$ cat src/psc_pkg.sv
// Call unit constants and types
package psc_pkg;
    // ========================================
    // Widths and counts
    localparam int DW = 64;            // Data word width
    localparam int IPLW = 3;           // Priority level width
    localparam int NVAR = 4;           // Known image variants
    localparam int NVEC = 6;           // Entry vectors
    localparam int CPUW = 6;           // Processor number width
    localparam int MCW = 5;            // Check summary width

    // ========================================
    // Call codes
    typedef enum logic [3:0] {
        C_SWPIPL = 4'h0,
        C_SWPIMG = 4'h1,
        C_TBINV  = 4'h2,
        C_WHOAMI = 4'h3,
        C_WRVEC  = 4'h4,
        C_WRFLT  = 4'h5,
        C_WRIPI  = 4'h6,
        C_WRKGP  = 4'h7,
        C_WRMCS  = 4'h8,
        C_PERF   = 4'h9,
        C_WRUSP  = 4'hA,
        C_WRVAL  = 4'hB,
        C_WRVPT  = 4'hC,
        C_RDVAL  = 4'hD
    } psc_call_t;

    // Image swap sequence states
    typedef enum logic [1:0] {
        S_IDLE  = 2'b00,
        S_FLUSH = 2'b01,
        S_INIT  = 2'b10
    } psc_state_t;

    // ========================================
    // Field positions and values
    localparam int VAR_LIMIT = 256;       // Below: variant id
    localparam logic [1:0] ST_OK = 2'h0;  // Swap done
    localparam logic [1:0] ST_UNK = 2'h1; // Unknown variant
    localparam logic [1:0] ST_NLD = 2'h2; // Not loaded
    localparam logic [DW-1:0] SEL_ISB = 64'h1;
    localparam logic [DW-1:0] SEL_DSB = 64'h2;
    localparam logic [DW-1:0] SEL_BSB = 64'h3;
    localparam logic [DW-1:0] SEL_NGL = 64'hFFFF_FFFF_FFFF_FFFF;
    localparam logic [DW-1:0] SEL_ALL = 64'hFFFF_FFFF_FFFF_FFFE;
    localparam logic [DW-1:0] PCB_FEN_OFS = 64'h28; // Byte 40
    localparam int MC_CLR_HI = 2;      // In-progress bits 0..2
    localparam int MC_EN_LO = 3;       // Enable bits 3..4
    localparam logic [IPLW-1:0] IPL_RST = 3'h7;
    localparam logic [MCW-1:0] MC_RST = 5'h00;
    localparam logic [DW-1:0] ZERO = 64'h0;
endpackage

$ cat src/psc_image_sel.sv
// Image descriptor to status and base
module psc_image_sel (
    input  wire logic [63:0]  descriptor,
    input  wire logic [3:0]   loaded,
    input  wire logic [255:0] bases,
    output logic [1:0]        status,
    output logic [63:0]       base
);
    // ========================================
    // Variant lookup
    always_comb begin
        status = psc_pkg::ST_OK;
        base = descriptor;
        // [RULE4] small value is variant
        if (descriptor < 64'(psc_pkg::VAR_LIMIT)) begin
            // [RULE3] status codes
            if (descriptor >= 64'(psc_pkg::NVAR)) begin
                status = psc_pkg::ST_UNK;
            end else if (!loaded[descriptor[1:0]]) begin
                status = psc_pkg::ST_NLD;
            end else begin
                base = bases[descriptor[1:0]*64 +: 64];
            end
        end
    end
endmodule

$ cat src/psc_tb_decode.sv
// Decodes the translation invalidate selector
module psc_tb_decode (
    input  wire logic [63:0] sel,
    output logic             invI,
    output logic             invD,
    output logic             dropLocal,
    output logic             flushAll
);
    // ========================================
    // Selector decode
    always_comb begin
        // [RULE7] single entry targets
        invI = (sel == psc_pkg::SEL_ISB) || (sel == psc_pkg::SEL_BSB);
        invD = (sel == psc_pkg::SEL_DSB) || (sel == psc_pkg::SEL_BSB);
        // [RULE8] whole buffer actions
        dropLocal = (sel == psc_pkg::SEL_NGL);
        flushAll = (sel == psc_pkg::SEL_ALL);
    end
endmodule

$ cat src/psc_call_unit.sv
// Privileged call unit top
//
// How it works
// [RULE1] User mode call raises reserved opcode fault
// [RULE2] Priority swap returns old, loads a0 low
// [RULE3] Image swap status 0, 1 or 2
// [RULE4] Descriptor below 256 is a variant id
// [RULE5] Success flushes caches, buffers, then jumps
// [RULE6] Never loads images; registers left unpredictable
// [RULE7] Invalidate selector 1, 2, 3 by address
// [RULE8] Selector -1 locals, -2 all, else none
// [RULE9] Identity call returns processor number
// [RULE10] Entry vector write chosen by a1
// [RULE11] Float enable bit copied to block word
// [RULE12] Cross processor request posted to target
// [RULE13] Caller continues before request is taken
// [RULE14] Kernel pointer loads global pointer on exception
// [RULE15] Summary clears in-progress, loads enable bits
// [RULE16] Performance call forwards args, returns value
// [RULE17] User stack pointer write stores a0
// [RULE18] System value write, read returns it
// [RULE19] Page table pointer write stores a0
// [RULE20] Temporaries and used args become unpredictable
// [RULE21] Privilege check precedes every state change
module psc_call_unit (
    input  wire logic         clock,
    input  wire logic         rst_b,
    // Call request
    input  wire logic         callValid,
    input  wire logic [3:0]   callCode,
    input  wire logic [63:0]  arg0,
    input  wire logic [63:0]  arg1,
    input  wire logic         statusMode,
    // Machine environment
    input  wire logic [5:0]   cpuNumber,
    input  wire logic [63:0]  processBlockBase,
    input  wire logic [3:0]   imageLoaded,
    input  wire logic [255:0] imageBases,
    input  wire logic [2:0]   checkEvent,
    input  wire logic         exceptionTaken,
    input  wire logic [63:0]  perfResult,
    // Call answer
    output logic              callReady_ff,
    output logic              callDone_ff,
    output logic              reservedOpcodeFault_ff,
    output logic [63:0]       result_ff,
    // Processor state
    output logic [2:0]        interruptPriorityLevel_ff,
    output logic              floatEnable_ff,
    output logic [63:0]       kernelGlobalPointer_ff,
    output logic [63:0]       userStackPointer_ff,
    output logic [63:0]       systemValue_ff,
    output logic [63:0]       virtualTablePointer_ff,
    output logic [4:0]        machineCheckSummary_ff,
    output logic [383:0]      entryVector_ff,
    output logic              gpLoad_ff,
    output logic [63:0]       gpValue_ff,
    // Translation buffers and cache
    output logic              itbInvalidate_ff,
    output logic              dtbInvalidate_ff,
    output logic [63:0]       tbAddress_ff,
    output logic              tbDropLocal_ff,
    output logic              tbFlushAll_ff,
    output logic              icacheFlush_ff,
    // Image switch
    output logic              imageInit_ff,
    output logic              imageJump_ff,
    output logic [63:0]       imageEntry_ff,
    // Process block write
    output logic              pcbWrite_ff,
    output logic [63:0]       pcbAddress_ff,
    output logic              pcbData_ff,
    // Cross processor request
    output logic              crossCpuRequest_ff,
    output logic [63:0]       crossCpuTarget_ff,
    // Performance monitor
    output logic              perfRequest_ff,
    output logic [63:0]       perfArg0_ff,
    output logic [63:0]       perfArg1_ff
);
    // ========================================
    // Decode and privilege
    psc_pkg::psc_state_t state_ff;   // Swap sequence state
    logic [63:0]         jumpAddr_ff; // Resolved image base
    logic                take;       // Call accepted
    logic                ok;         // Call may act
    logic                isTbi;      // Invalidate call acts
    logic                takeImg;    // Image swap succeeds
    logic [1:0]          imgStatus;  // Resolver status
    logic [63:0]         imgBase;    // Resolver base
    logic                dInvI;      // Decoded selector
    logic                dInvD;
    logic                dLocal;
    logic                dAll;
    logic [63:0]         nxt_result; // Answer value

    assign take = callValid && callReady_ff;
    // [RULE21] gate all writes
    assign ok = take && !statusMode;
    assign isTbi = ok && callCode == psc_pkg::C_TBINV;
    assign takeImg = ok && callCode == psc_pkg::C_SWPIMG &&
                     imgStatus == psc_pkg::ST_OK;

    // Image descriptor resolver
    psc_image_sel uSel (
        .descriptor (arg0),
        .loaded     (imageLoaded),
        .bases      (imageBases),
        .status     (imgStatus),
        .base       (imgBase)
    );

    // Invalidate selector decoder
    psc_tb_decode uTb (
        .sel       (arg0),
        .invI      (dInvI),
        .invD      (dInvD),
        .dropLocal (dLocal),
        .flushAll  (dAll)
    );

    // ========================================
    // Answer value select
    // [RULE20] scratch registers are the caller's
    always_comb begin
        nxt_result = psc_pkg::ZERO;
        case (callCode)
            // [RULE2] old level returned
            psc_pkg::C_SWPIPL: begin
                nxt_result = {61'h0, interruptPriorityLevel_ff};
            end
            psc_pkg::C_SWPIMG: begin
                nxt_result = {62'h0, imgStatus};
            end
            // [RULE9] processor number
            psc_pkg::C_WHOAMI: begin
                nxt_result = {58'h0, cpuNumber};
            end
            // [RULE16] monitor answer
            psc_pkg::C_PERF: begin
                nxt_result = perfResult;
            end
            // [RULE18] read back value
            psc_pkg::C_RDVAL: begin
                nxt_result = systemValue_ff;
            end
            default: begin
                nxt_result = psc_pkg::ZERO;
            end
        endcase
    end

    // ========================================
    // Sequence and answer
    always_ff @(posedge clock or negedge rst_b) begin
        if (!rst_b) begin
            state_ff <= psc_pkg::S_IDLE;
            callReady_ff <= 1'b1;
            callDone_ff <= 1'b0;
            reservedOpcodeFault_ff <= 1'b0;
            result_ff <= psc_pkg::ZERO;
            jumpAddr_ff <= psc_pkg::ZERO;
        end else begin
            callDone_ff <= 1'b0;
            reservedOpcodeFault_ff <= 1'b0;
            case (state_ff)
                psc_pkg::S_IDLE: begin
                    // [RULE1] fault in user mode
                    if (take && statusMode) begin
                        reservedOpcodeFault_ff <= 1'b1;
                        callDone_ff <= 1'b1;
                    end else if (ok) begin
                        result_ff <= nxt_result;
                        jumpAddr_ff <= imgBase;
                        // [RULE5] start switch sequence
                        if (takeImg) begin
                            state_ff <= psc_pkg::S_FLUSH;
                            callReady_ff <= 1'b0;
                        end else begin
                            callDone_ff <= 1'b1;
                        end
                    end
                end
                psc_pkg::S_FLUSH: begin
                    state_ff <= psc_pkg::S_INIT;
                end
                psc_pkg::S_INIT: begin
                    state_ff <= psc_pkg::S_IDLE;
                    callReady_ff <= 1'b1;
                    callDone_ff <= 1'b1;
                end
                default: begin
                    state_ff <= psc_pkg::S_IDLE;
                    callReady_ff <= 1'b1;
                end
            endcase
        end
    end

    // ========================================
    // Image switch strobes
    always_ff @(posedge clock or negedge rst_b) begin
        if (!rst_b) begin
            icacheFlush_ff <= 1'b0;
            imageInit_ff <= 1'b0;
            imageJump_ff <= 1'b0;
            imageEntry_ff <= psc_pkg::ZERO;
        end else begin
            // [RULE5] flush, init, then jump
            icacheFlush_ff <= takeImg;
            imageInit_ff <= state_ff == psc_pkg::S_FLUSH;
            imageJump_ff <= state_ff == psc_pkg::S_INIT;
            // [RULE6] only the base is handed on
            if (state_ff == psc_pkg::S_INIT) begin
                imageEntry_ff <= jumpAddr_ff;
            end
        end
    end

    // ========================================
    // Translation buffer commands
    always_ff @(posedge clock or negedge rst_b) begin
        if (!rst_b) begin
            itbInvalidate_ff <= 1'b0;
            dtbInvalidate_ff <= 1'b0;
            tbDropLocal_ff <= 1'b0;
            tbFlushAll_ff <= 1'b0;
            tbAddress_ff <= psc_pkg::ZERO;
        end else begin
            // [RULE7] per-address invalidates
            itbInvalidate_ff <= isTbi && dInvI;
            dtbInvalidate_ff <= isTbi && dInvD;
            // [RULE8] non-global drop
            tbDropLocal_ff <= isTbi && dLocal;
            // [RULE5] swap also flushes all
            tbFlushAll_ff <= (isTbi && dAll) || takeImg;
            if (isTbi) begin
                tbAddress_ff <= arg1;
            end
        end
    end

    // ========================================
    // Priority level and float enable
    always_ff @(posedge clock or negedge rst_b) begin
        if (!rst_b) begin
            interruptPriorityLevel_ff <= psc_pkg::IPL_RST;
            floatEnable_ff <= 1'b0;
            pcbWrite_ff <= 1'b0;
            pcbAddress_ff <= psc_pkg::ZERO;
            pcbData_ff <= 1'b0;
        end else begin
            pcbWrite_ff <= 1'b0;
            // [RULE2] load new level
            if (ok && callCode == psc_pkg::C_SWPIPL) begin
                interruptPriorityLevel_ff <= arg0[2:0];
            end
            // [RULE11] enable and block copy
            if (ok && callCode == psc_pkg::C_WRFLT) begin
                floatEnable_ff <= arg0[0];
                pcbWrite_ff <= 1'b1;
                pcbAddress_ff <= processBlockBase +
                                 psc_pkg::PCB_FEN_OFS;
                pcbData_ff <= arg0[0];
            end
        end
    end

    // ========================================
    // Pointer and value registers
    always_ff @(posedge clock or negedge rst_b) begin
        if (!rst_b) begin
            kernelGlobalPointer_ff <= psc_pkg::ZERO;
            userStackPointer_ff <= psc_pkg::ZERO;
            systemValue_ff <= psc_pkg::ZERO;
            virtualTablePointer_ff <= psc_pkg::ZERO;
        end else if (ok) begin
            case (callCode)
                // [RULE14] kernel pointer store
                psc_pkg::C_WRKGP: begin
                    kernelGlobalPointer_ff <= arg0;
                end
                // [RULE17] stack pointer store
                psc_pkg::C_WRUSP: begin
                    userStackPointer_ff <= arg0;
                end
                // [RULE18] system value store
                psc_pkg::C_WRVAL: begin
                    systemValue_ff <= arg0;
                end
                // [RULE19] table pointer store
                psc_pkg::C_WRVPT: begin
                    virtualTablePointer_ff <= arg0;
                end
                default: begin
                end
            endcase
        end
    end

    // ========================================
    // Global pointer reload
    always_ff @(posedge clock or negedge rst_b) begin
        if (!rst_b) begin
            gpLoad_ff <= 1'b0;
            gpValue_ff <= psc_pkg::ZERO;
        end else begin
            // [RULE14] every exception reloads
            gpLoad_ff <= exceptionTaken;
            if (exceptionTaken) begin
                gpValue_ff <= kernelGlobalPointer_ff;
            end
        end
    end

    // ========================================
    // Entry vectors
    genvar gi;
    generate
        for (gi = 0; gi < psc_pkg::NVEC; gi++) begin : gVec
            always_ff @(posedge clock or negedge rst_b) begin
                if (!rst_b) begin
                    entryVector_ff[gi*64 +: 64] <= psc_pkg::ZERO;
                // [RULE10] selector match writes
                end else if (ok && callCode == psc_pkg::C_WRVEC &&
                             arg1 == 64'(gi)) begin
                    entryVector_ff[gi*64 +: 64] <= arg0;
                end
            end
        end
    endgenerate

    // ========================================
    // Machine check summary, set wins
    always_ff @(posedge clock or negedge rst_b) begin
        if (!rst_b) begin
            machineCheckSummary_ff <= psc_pkg::MC_RST;
        end else begin
            // [RULE15] clear ones, load enables
            if (ok && callCode == psc_pkg::C_WRMCS) begin
                machineCheckSummary_ff <= {
                    arg0[4:psc_pkg::MC_EN_LO],
                    (machineCheckSummary_ff[psc_pkg::MC_CLR_HI:0] &
                     ~arg0[psc_pkg::MC_CLR_HI:0]) | checkEvent};
            end else begin
                machineCheckSummary_ff[psc_pkg::MC_CLR_HI:0] <=
                    machineCheckSummary_ff[psc_pkg::MC_CLR_HI:0] |
                    checkEvent;
            end
        end
    end

    // ========================================
    // Cross cpu and monitor
    always_ff @(posedge clock or negedge rst_b) begin
        if (!rst_b) begin
            crossCpuRequest_ff <= 1'b0;
            crossCpuTarget_ff <= psc_pkg::ZERO;
            perfRequest_ff <= 1'b0;
            perfArg0_ff <= psc_pkg::ZERO;
            perfArg1_ff <= psc_pkg::ZERO;
        end else begin
            // [RULE12] post, do not wait
            // [RULE13] call completes at once
            crossCpuRequest_ff <= ok && callCode == psc_pkg::C_WRIPI;
            if (ok && callCode == psc_pkg::C_WRIPI) begin
                crossCpuTarget_ff <= arg0;
            end
            // [RULE16] forward inputs
            perfRequest_ff <= ok && callCode == psc_pkg::C_PERF;
            if (ok && callCode == psc_pkg::C_PERF) begin
                perfArg0_ff <= arg0;
                perfArg1_ff <= arg1;
            end
        end
    end
endmodule

$ cat config.mk
export PLATFORM = sky130hd
export DESIGN_NAME = psc_call_unit
export DESIGN_NICKNAME = d
export VERILOG_FILES = /design/src/psc_pkg.sv /design/src/psc_image_sel.sv /design/src/psc_tb_decode.sv /design/src/psc_call_unit.sv
export SDC_FILE = /design/constraint.sdc
export NUM_CORES = 2
export LEC_CHECK = 0
export BUFFER_PORTS_ARGS = -buffer_cell sky130_fd_sc_hd__buf_2
export CORE_AREA = 4 4 666 668
export DETAILED_ROUTE_END_ITERATION = 8
export DIE_AREA = 0 0 670 672
export GPL_TIMING_DRIVEN = 0
export HOLD_SLACK_MARGIN = 0.03
export PLACE_DENSITY = 0.3
export SYNTH_ARGS = -nofsm -noshare
export SYNTH_HDL_FRONTEND = slang
export SYNTH_SLANG_ARGS = --single-unit
$ cat constraint.sdc
create_clock -name clock -period 3 [get_ports clock]
set_input_delay 0.45 -clock clock [delete_from_list [all_inputs] [get_ports clock]]
set_output_delay 0.45 -clock clock [all_outputs]
set_load 0.02 [all_outputs]
[Word-level counts from Yosys, hierarchy flattened]
Cells that the tools add are included.
Word-level totals
  register bits after elaboration: 1241
  logic and storage cells: 139
  input bits: 534
  output and inout bits: 1176
Cells by class
  eq/ne operators: 28
  multiplexer cells: 25
  order comparisons: 3
  reduce and logical (&&, ||, !) cells: 37
  shift operators: 1
  bitwise operators: 6
  add/sub/neg operators: 1
Operator list (count)
  case mux 64 bit (5 select lines): 1
  == test 64 x 2 -> 1 bit, second input constant: 4
  indexed part select 256 x 9 -> 64 bit: 1
  two-way mux 64 bit: 3
  == test 64 x 1 -> 1 bit, second input constant: 2
  == test 64 x 3 -> 1 bit, second input constant: 2
  == test 64 bit, second input constant: 2
  adder 64 x 6 -> 64 bit, second input constant: 1
  >= comparator 64 x 3 -> 1 bit, second input constant: 1
  logical NOT 64 bit: 1
  less-than comparator 64 x 9 -> 1 bit, second input constant: 1
  == test 4 bit, second input constant: 6
  logical AND 1 bit: 22
  == test 4 x 3 -> 1 bit, second input constant: 4
  two-way mux 2 bit: 6
  two-way mux 1 bit: 10
  == test 4 x 2 -> 1 bit, second input constant: 2
  AND reduction 2 bit: 4
  inequality test 2 bit, second input constant: 3
  OR 3 bit: 2
  AND reduction 3 bit: 2
  == test 4 x 1 -> 1 bit, second input constant: 1
  logical NOT 2 bit: 2
  logical NOT 4 bit: 1
  other kinds (13): 17

[Depth between registers and ports, before layout]
  depth after elaboration: 11
  depth in mapped cells: 9
  gate-level depth less buffers: 6

[Hierarchy]
From an unflattened synthesis, not the netlist that was laid out.
Second synthesis, totals
  cell total of the unflattened synthesis: 3591
  area total of the unflattened synthesis: 51279.2 µm²
Modules (own cells, without submodules)
  psc_call_unit: times used 1, cells an instance 3348, area an instance 48267.5 µm²
  psc_image_sel: times used 1, cells an instance 196, area an instance 2726.4 µm²
  psc_tb_decode: times used 1, cells an instance 47, area an instance 285.3 µm²

[Worst setup path after synthesis]
OpenSTA, ideal clock, no wires.
  path kind: input-to-reg
  start point: input processBlockBase[41]
  end point: register pcbAddress_ff[60]
  data required time: 2859 ps
  arrival: 2085 ps
  path buffers: 2
  library setup time: 141 ps
  stages: 7
  slack: 774 ps
  cell sequence: clkbuf_1 nand2_1 or3_1 or4_4 buf_2 o41ai_2 a31oi_1
Between the ends
  cells in the longest elaborated chain, start to end: 1
Ends and longest elaborated chain
  start: declaration: line psc_call_unit.sv:36  | input wire logic [63:0] processBlockBase,
  adder 64 x 6 -> 64 bit: line psc_call_unit.sv:262  | pcbAddress_ff <= processBlockBase +
  end signal: assignment: line psc_call_unit.sv:250  | pcbAddress_ff <= psc_pkg::ZERO;
  end signal: assignment: line psc_call_unit.sv:262
  end: declaration: line psc_call_unit.sv:71  | output logic [63:0] pcbAddress_ff,
Every way passes these cells.
A chain may end at the register's enable or synchronous reset.

[Final worst setup path]
  start point: input arg1[32]
  end point: register entryVector_ff[274]
Between the ends
  cells in the longest elaborated chain, start to end: 2
Ends and longest elaborated chain
  start: declaration: line psc_call_unit.sv:32  | input wire logic [63:0] arg1,
  == test 64 x 3 -> 1 bit: line psc_call_unit.sv:326  | arg1 == 64'(gi)) begin
  logical AND 1 bit: line psc_call_unit.sv:325  | end else if (ok && callCode == psc_pkg::C_WRVEC &&
  end signal: indexed assignment: line psc_call_unit.sv:323  | entryVector_ff[gi*64 +: 64] <= psc_pkg::ZERO;
  end signal: indexed assignment: line psc_call_unit.sv:327  | entryVector_ff[gi*64 +: 64] <= arg0;
  end: declaration: line psc_call_unit.sv:55  | output logic [383:0] entryVector_ff,
Every way passes these cells.

==> run summary <==
The flow ran to the end, but the final reports show violations. The final reports fail on negative hold slack, negative setup slack. The final weighted congestion in routability-driven placement is 0.903. Traced cell by cell, the critical path runs through dlygate4sd3_1 > buf_2 > nor4_1 > nand4_1 > nor4b_1 > nand2_8 > buf_16 > clkbuf_16 > mux2_2.

Yosys mapped a number of flops with a built-in enable equal to 0. For this design the static power due to leakage is 0.0372 µW. The post-route netlist has 54.4% of its cells at a drive strength greater than 1. At the pin with the least slew margin, the transition time is 1.30 ns. The simple-gate portion of the synthesized area was 6.28%; the final-report max-slew violation count was 0. Before antenna repair, the detailed router went through 7 iterations.

The detailed router placed 41800 vias in this run. The tools report the final count of hold timing violations as 152. Counting along the longest clock path gives a buffer depth of 4. The placed instances occupy a cell area of 67200 µm². The later pin in the worst-skew pair is clocked with a latency of 0.87 ns. The maximum fanout along the worst path was 8.

Setup repair after global routing could not meet its margin everywhere. CTS built an H-tree with a depth of 4. The logs give 3639 for the cell count after synthesis and -0.150 ns for the final hold slack.

After global routing the overflow that remains totals 0. For this run, the number of standard cells in the final layout without fillers is 11800. From synthesis to final layout, the design area changed by 52.2%. The die footprint was 450000 µm²; the I/O pin count was 1710. Grouping stages by cell kind, the critical path spends the most delay in simple AND/OR/NAND/NOR gates. The synthesized design devotes to its leading area cell type 61.3% of total area. The netlist uses 62 different library cells.

Largest register by flop count: entryVector_ff. CTS saw 1241 sinks. The register with the most flip-flops in the layout has 384 of them. The time the final worst path needs with I/O delays and setup is 3.13 ns.

Across the run, the number of max-cap violations was 0. After Yosys synthesis, full adders, half adders and majority gates account for 0.0248% of the synthesized area. For this block, the initial DRC count from the detailed router was 2381. The ratio of final minimum period to clock period works out to 104%.

The slowest library cell on the worst path is nor4b_1. The number of port buffers is 1703. After detailed routing, the number of remaining DRC violations is 0. The number of placed instances, taps included, is 11100. After legalization and detailed placement, the total HPWL measured 309000 µm.

The fraction of synthesized area in multiplexers was 24.4%; the vias per cell was 3.55. The average wire per cell in the routed design is 32.5 µm, and the path depth of the worst reg2reg path is 11. Setup slack on the worst reg-to-reg path comes out at -0.06 ns.

In this run the remaining antenna-violating nets after routing total 0. For the post-placement setup slack, the log shows -1.96 ns. The width of the die came out at 670 µm.

Clock-pin slew was measured on the worst setup and hold paths at 0.06 ns. The initialized floorplan defines 243 standard-cell rows. Each instance of the synthesized netlist takes up on average 13.9 µm². The worst register-to-register path ends at entryVector_ff[74]. The synthesized netlist devotes 4.26% of its cell area to compound gates. Cell with the most instances after synthesis: dfrtp_1. In the global route stage, overall resource usage came out at 16.3%. In this run, synthesis produced a sequential element count of 1241.

The most used flip-flop cell after synthesis is dfrtp_1. Clock skew on the completed layout was measured at 0.0382 ns. The worst pin sits at a relative slew slack of 13.2%.

The biggest area contributor in the post-synthesis netlist is dfrtp_1. At the worst endpoint, the arrival time is 3.85 ns. The final layout contains routed wiring with a total length of 383000 µm. The tools report the sequential share of the synthesized area as 61.5%. The height of the die works out to 672 µm. The first global-routing pass estimated 484000 µm of wire. The worst flop-to-flop path startpoint was callReady_ff.

For the via count of the first global-routing pass, the log shows 43600. TritonCTS built the clock tree. Data on the critical path is required at its endpoint by 3.71 ns. After routing the design area is 76800 µm². The critical path crosses 9 cells after its start point.

For this design the ratio of total power to cell area is 687 nW/µm². The worst-case vdd ir drop was 0.367 mV. Total number of nets in the final design: 6376.

By area, the combinational part of the netlist is dominated by multiplexers. Clock tree root driver cell: clkbuf_16. The number of buffer and inverter instances along the worst setup path is 4, and the total chip power is 52800 µW. The netlist area before placement was 50500 µm²; the setup violation total in the final timing report was 77.

Of the total synthesized cell area, the portion taken by XOR and XNOR cells is 0.677%. The critical path class was primary input to flop. The region available for standard cell placement spans 437000 µm². Class of the tightest hold or removal check: primary input to async pin. The count of yosys warnings during synthesis came out at 0. The initial utilization of the core area, before any placement, comes to 11.5%.

The number of nets handed over by synthesis was 4174. The tools report the kind of launch point of the worst setup path as a primary input. The maximum clock rate was 319 MHz; the largest stage delay on the critical path was 0.96 ns. After synthesis, the cell types taking the most area are dfrtp_1 61%, mux2_2 21%, mux4_2 2.9%, nand2_1 2.7%, clkbuf_1 1.4%. The run gives -0.134 ns as the worst setup margin. Of all flip-flops after synthesis, the portion carrying an async set or reset was 100%.

STA classifies the critical path endpoint as a flop. The number of antenna violations at the first check in global routing is 127, and the maximum number of pins on one net before global-route repair is 152. In the synthesized netlist, the cells that appear most often are 1237 x dfrtp_1, 963 x mux2_2, 360 x nand2_1.

Buffers inserted during clock tree synthesis total 172.
worst max-delay path by stage:
stage                          from             endpoint  slack [ns]
2_1_floorplan  processBlockBase[41]    pcbAddress_ff[60]        0.77
5_1_grt                callReady_ff   entryVector_ff[74]       -0.20
3_5_place_dp               arg1[17]  entryVector_ff[263]       -1.96
4_1_cts                callReady_ff   entryVector_ff[71]       -0.14
3_3_place_gp                  rst_b    pcbAddress_ff[11]      -29.83
6_report                   arg1[32]  entryVector_ff[274]       -0.13
tightest hold or removal path: stages:
cell and delay, ns:
buf_12 0.08, buf_16 0.10, buf_16 0.13, buf_16 0.42
logic make-up (layout without fill, tap and decap cells):
kind of cell | after synthesis | in the layout
flops | 1241 | 1241
other cells | 0 | 50
fa+ha+maj | 1 | 1
simple gates | 680 | 680
compound gates | 358 | 358
buf+inv | 289 | 2616
xor+xnor | 39 | 39
mux | 1031 | 1031
layer usage:
layer	share of wire [%]	wire (µm)	global-route usage, %
met5	0.059	227	0
met3	7.6	29100	4.90
met2	52	197000	29.7
met1	38	146000	18.7
met4	2.5	9530	3.59
cell usage in the layout (no fill, tap or decap), drive strengths merged, types with 21 or more instances in the layout:
cell type,count
buf,1881
dfrtp,1237
mux2,963
clkbuf,445
nand2,367
dlygate4sd3,222
o21ai,116
nor2,103
a31oi,78
a21oi,73
mux4,65
a22oi,59
nor4,56
diode,50
nand4,41
xnor2,32
clkinv,29
nor3,25
inv,23
nand3,21
area by class of cell:
type	count	area, µm²
inverters	14	57.6
fillers	48600	360000
clock buffers	245	4980
repair buffers	2033	12900
diodes	50	125
multi-input cells	2109	18200
clock inverters	54	668
plain buffers	270	1630
flip-flops and latches	1241	31100
well taps	5757	7200
report_power, final:
part	internal, µW	switching [µW]	leakage, µW
combinational	3570	7500	0.0182
clock	12500	8710	0.00277
sequential	19000	1510	0.0163
stage by stage:
step	utilization, %	TNS (ns)
5_1_grt	17.6	-29.26
4_1_cts	17.5	-11.70
2_1_floorplan	-	0
3_5_place_dp	15.4	-1133.99
6_report	17.6	-4.34
3_3_place_gp	15.1	-
repair_timing:
item | 4_1_cts | 5_1_grt
resized for setup | 120 | 36
endpoints found under the hold margin | 504 | 259
hold buffers | 225 | 1
pin swaps | 7 | 2
setup buffers | 33 | 9
gates cloned | 16 | 9
endpoints found under the setup margin | 727 | 455
No activity file was read; power rests on OpenSTA's default activity.
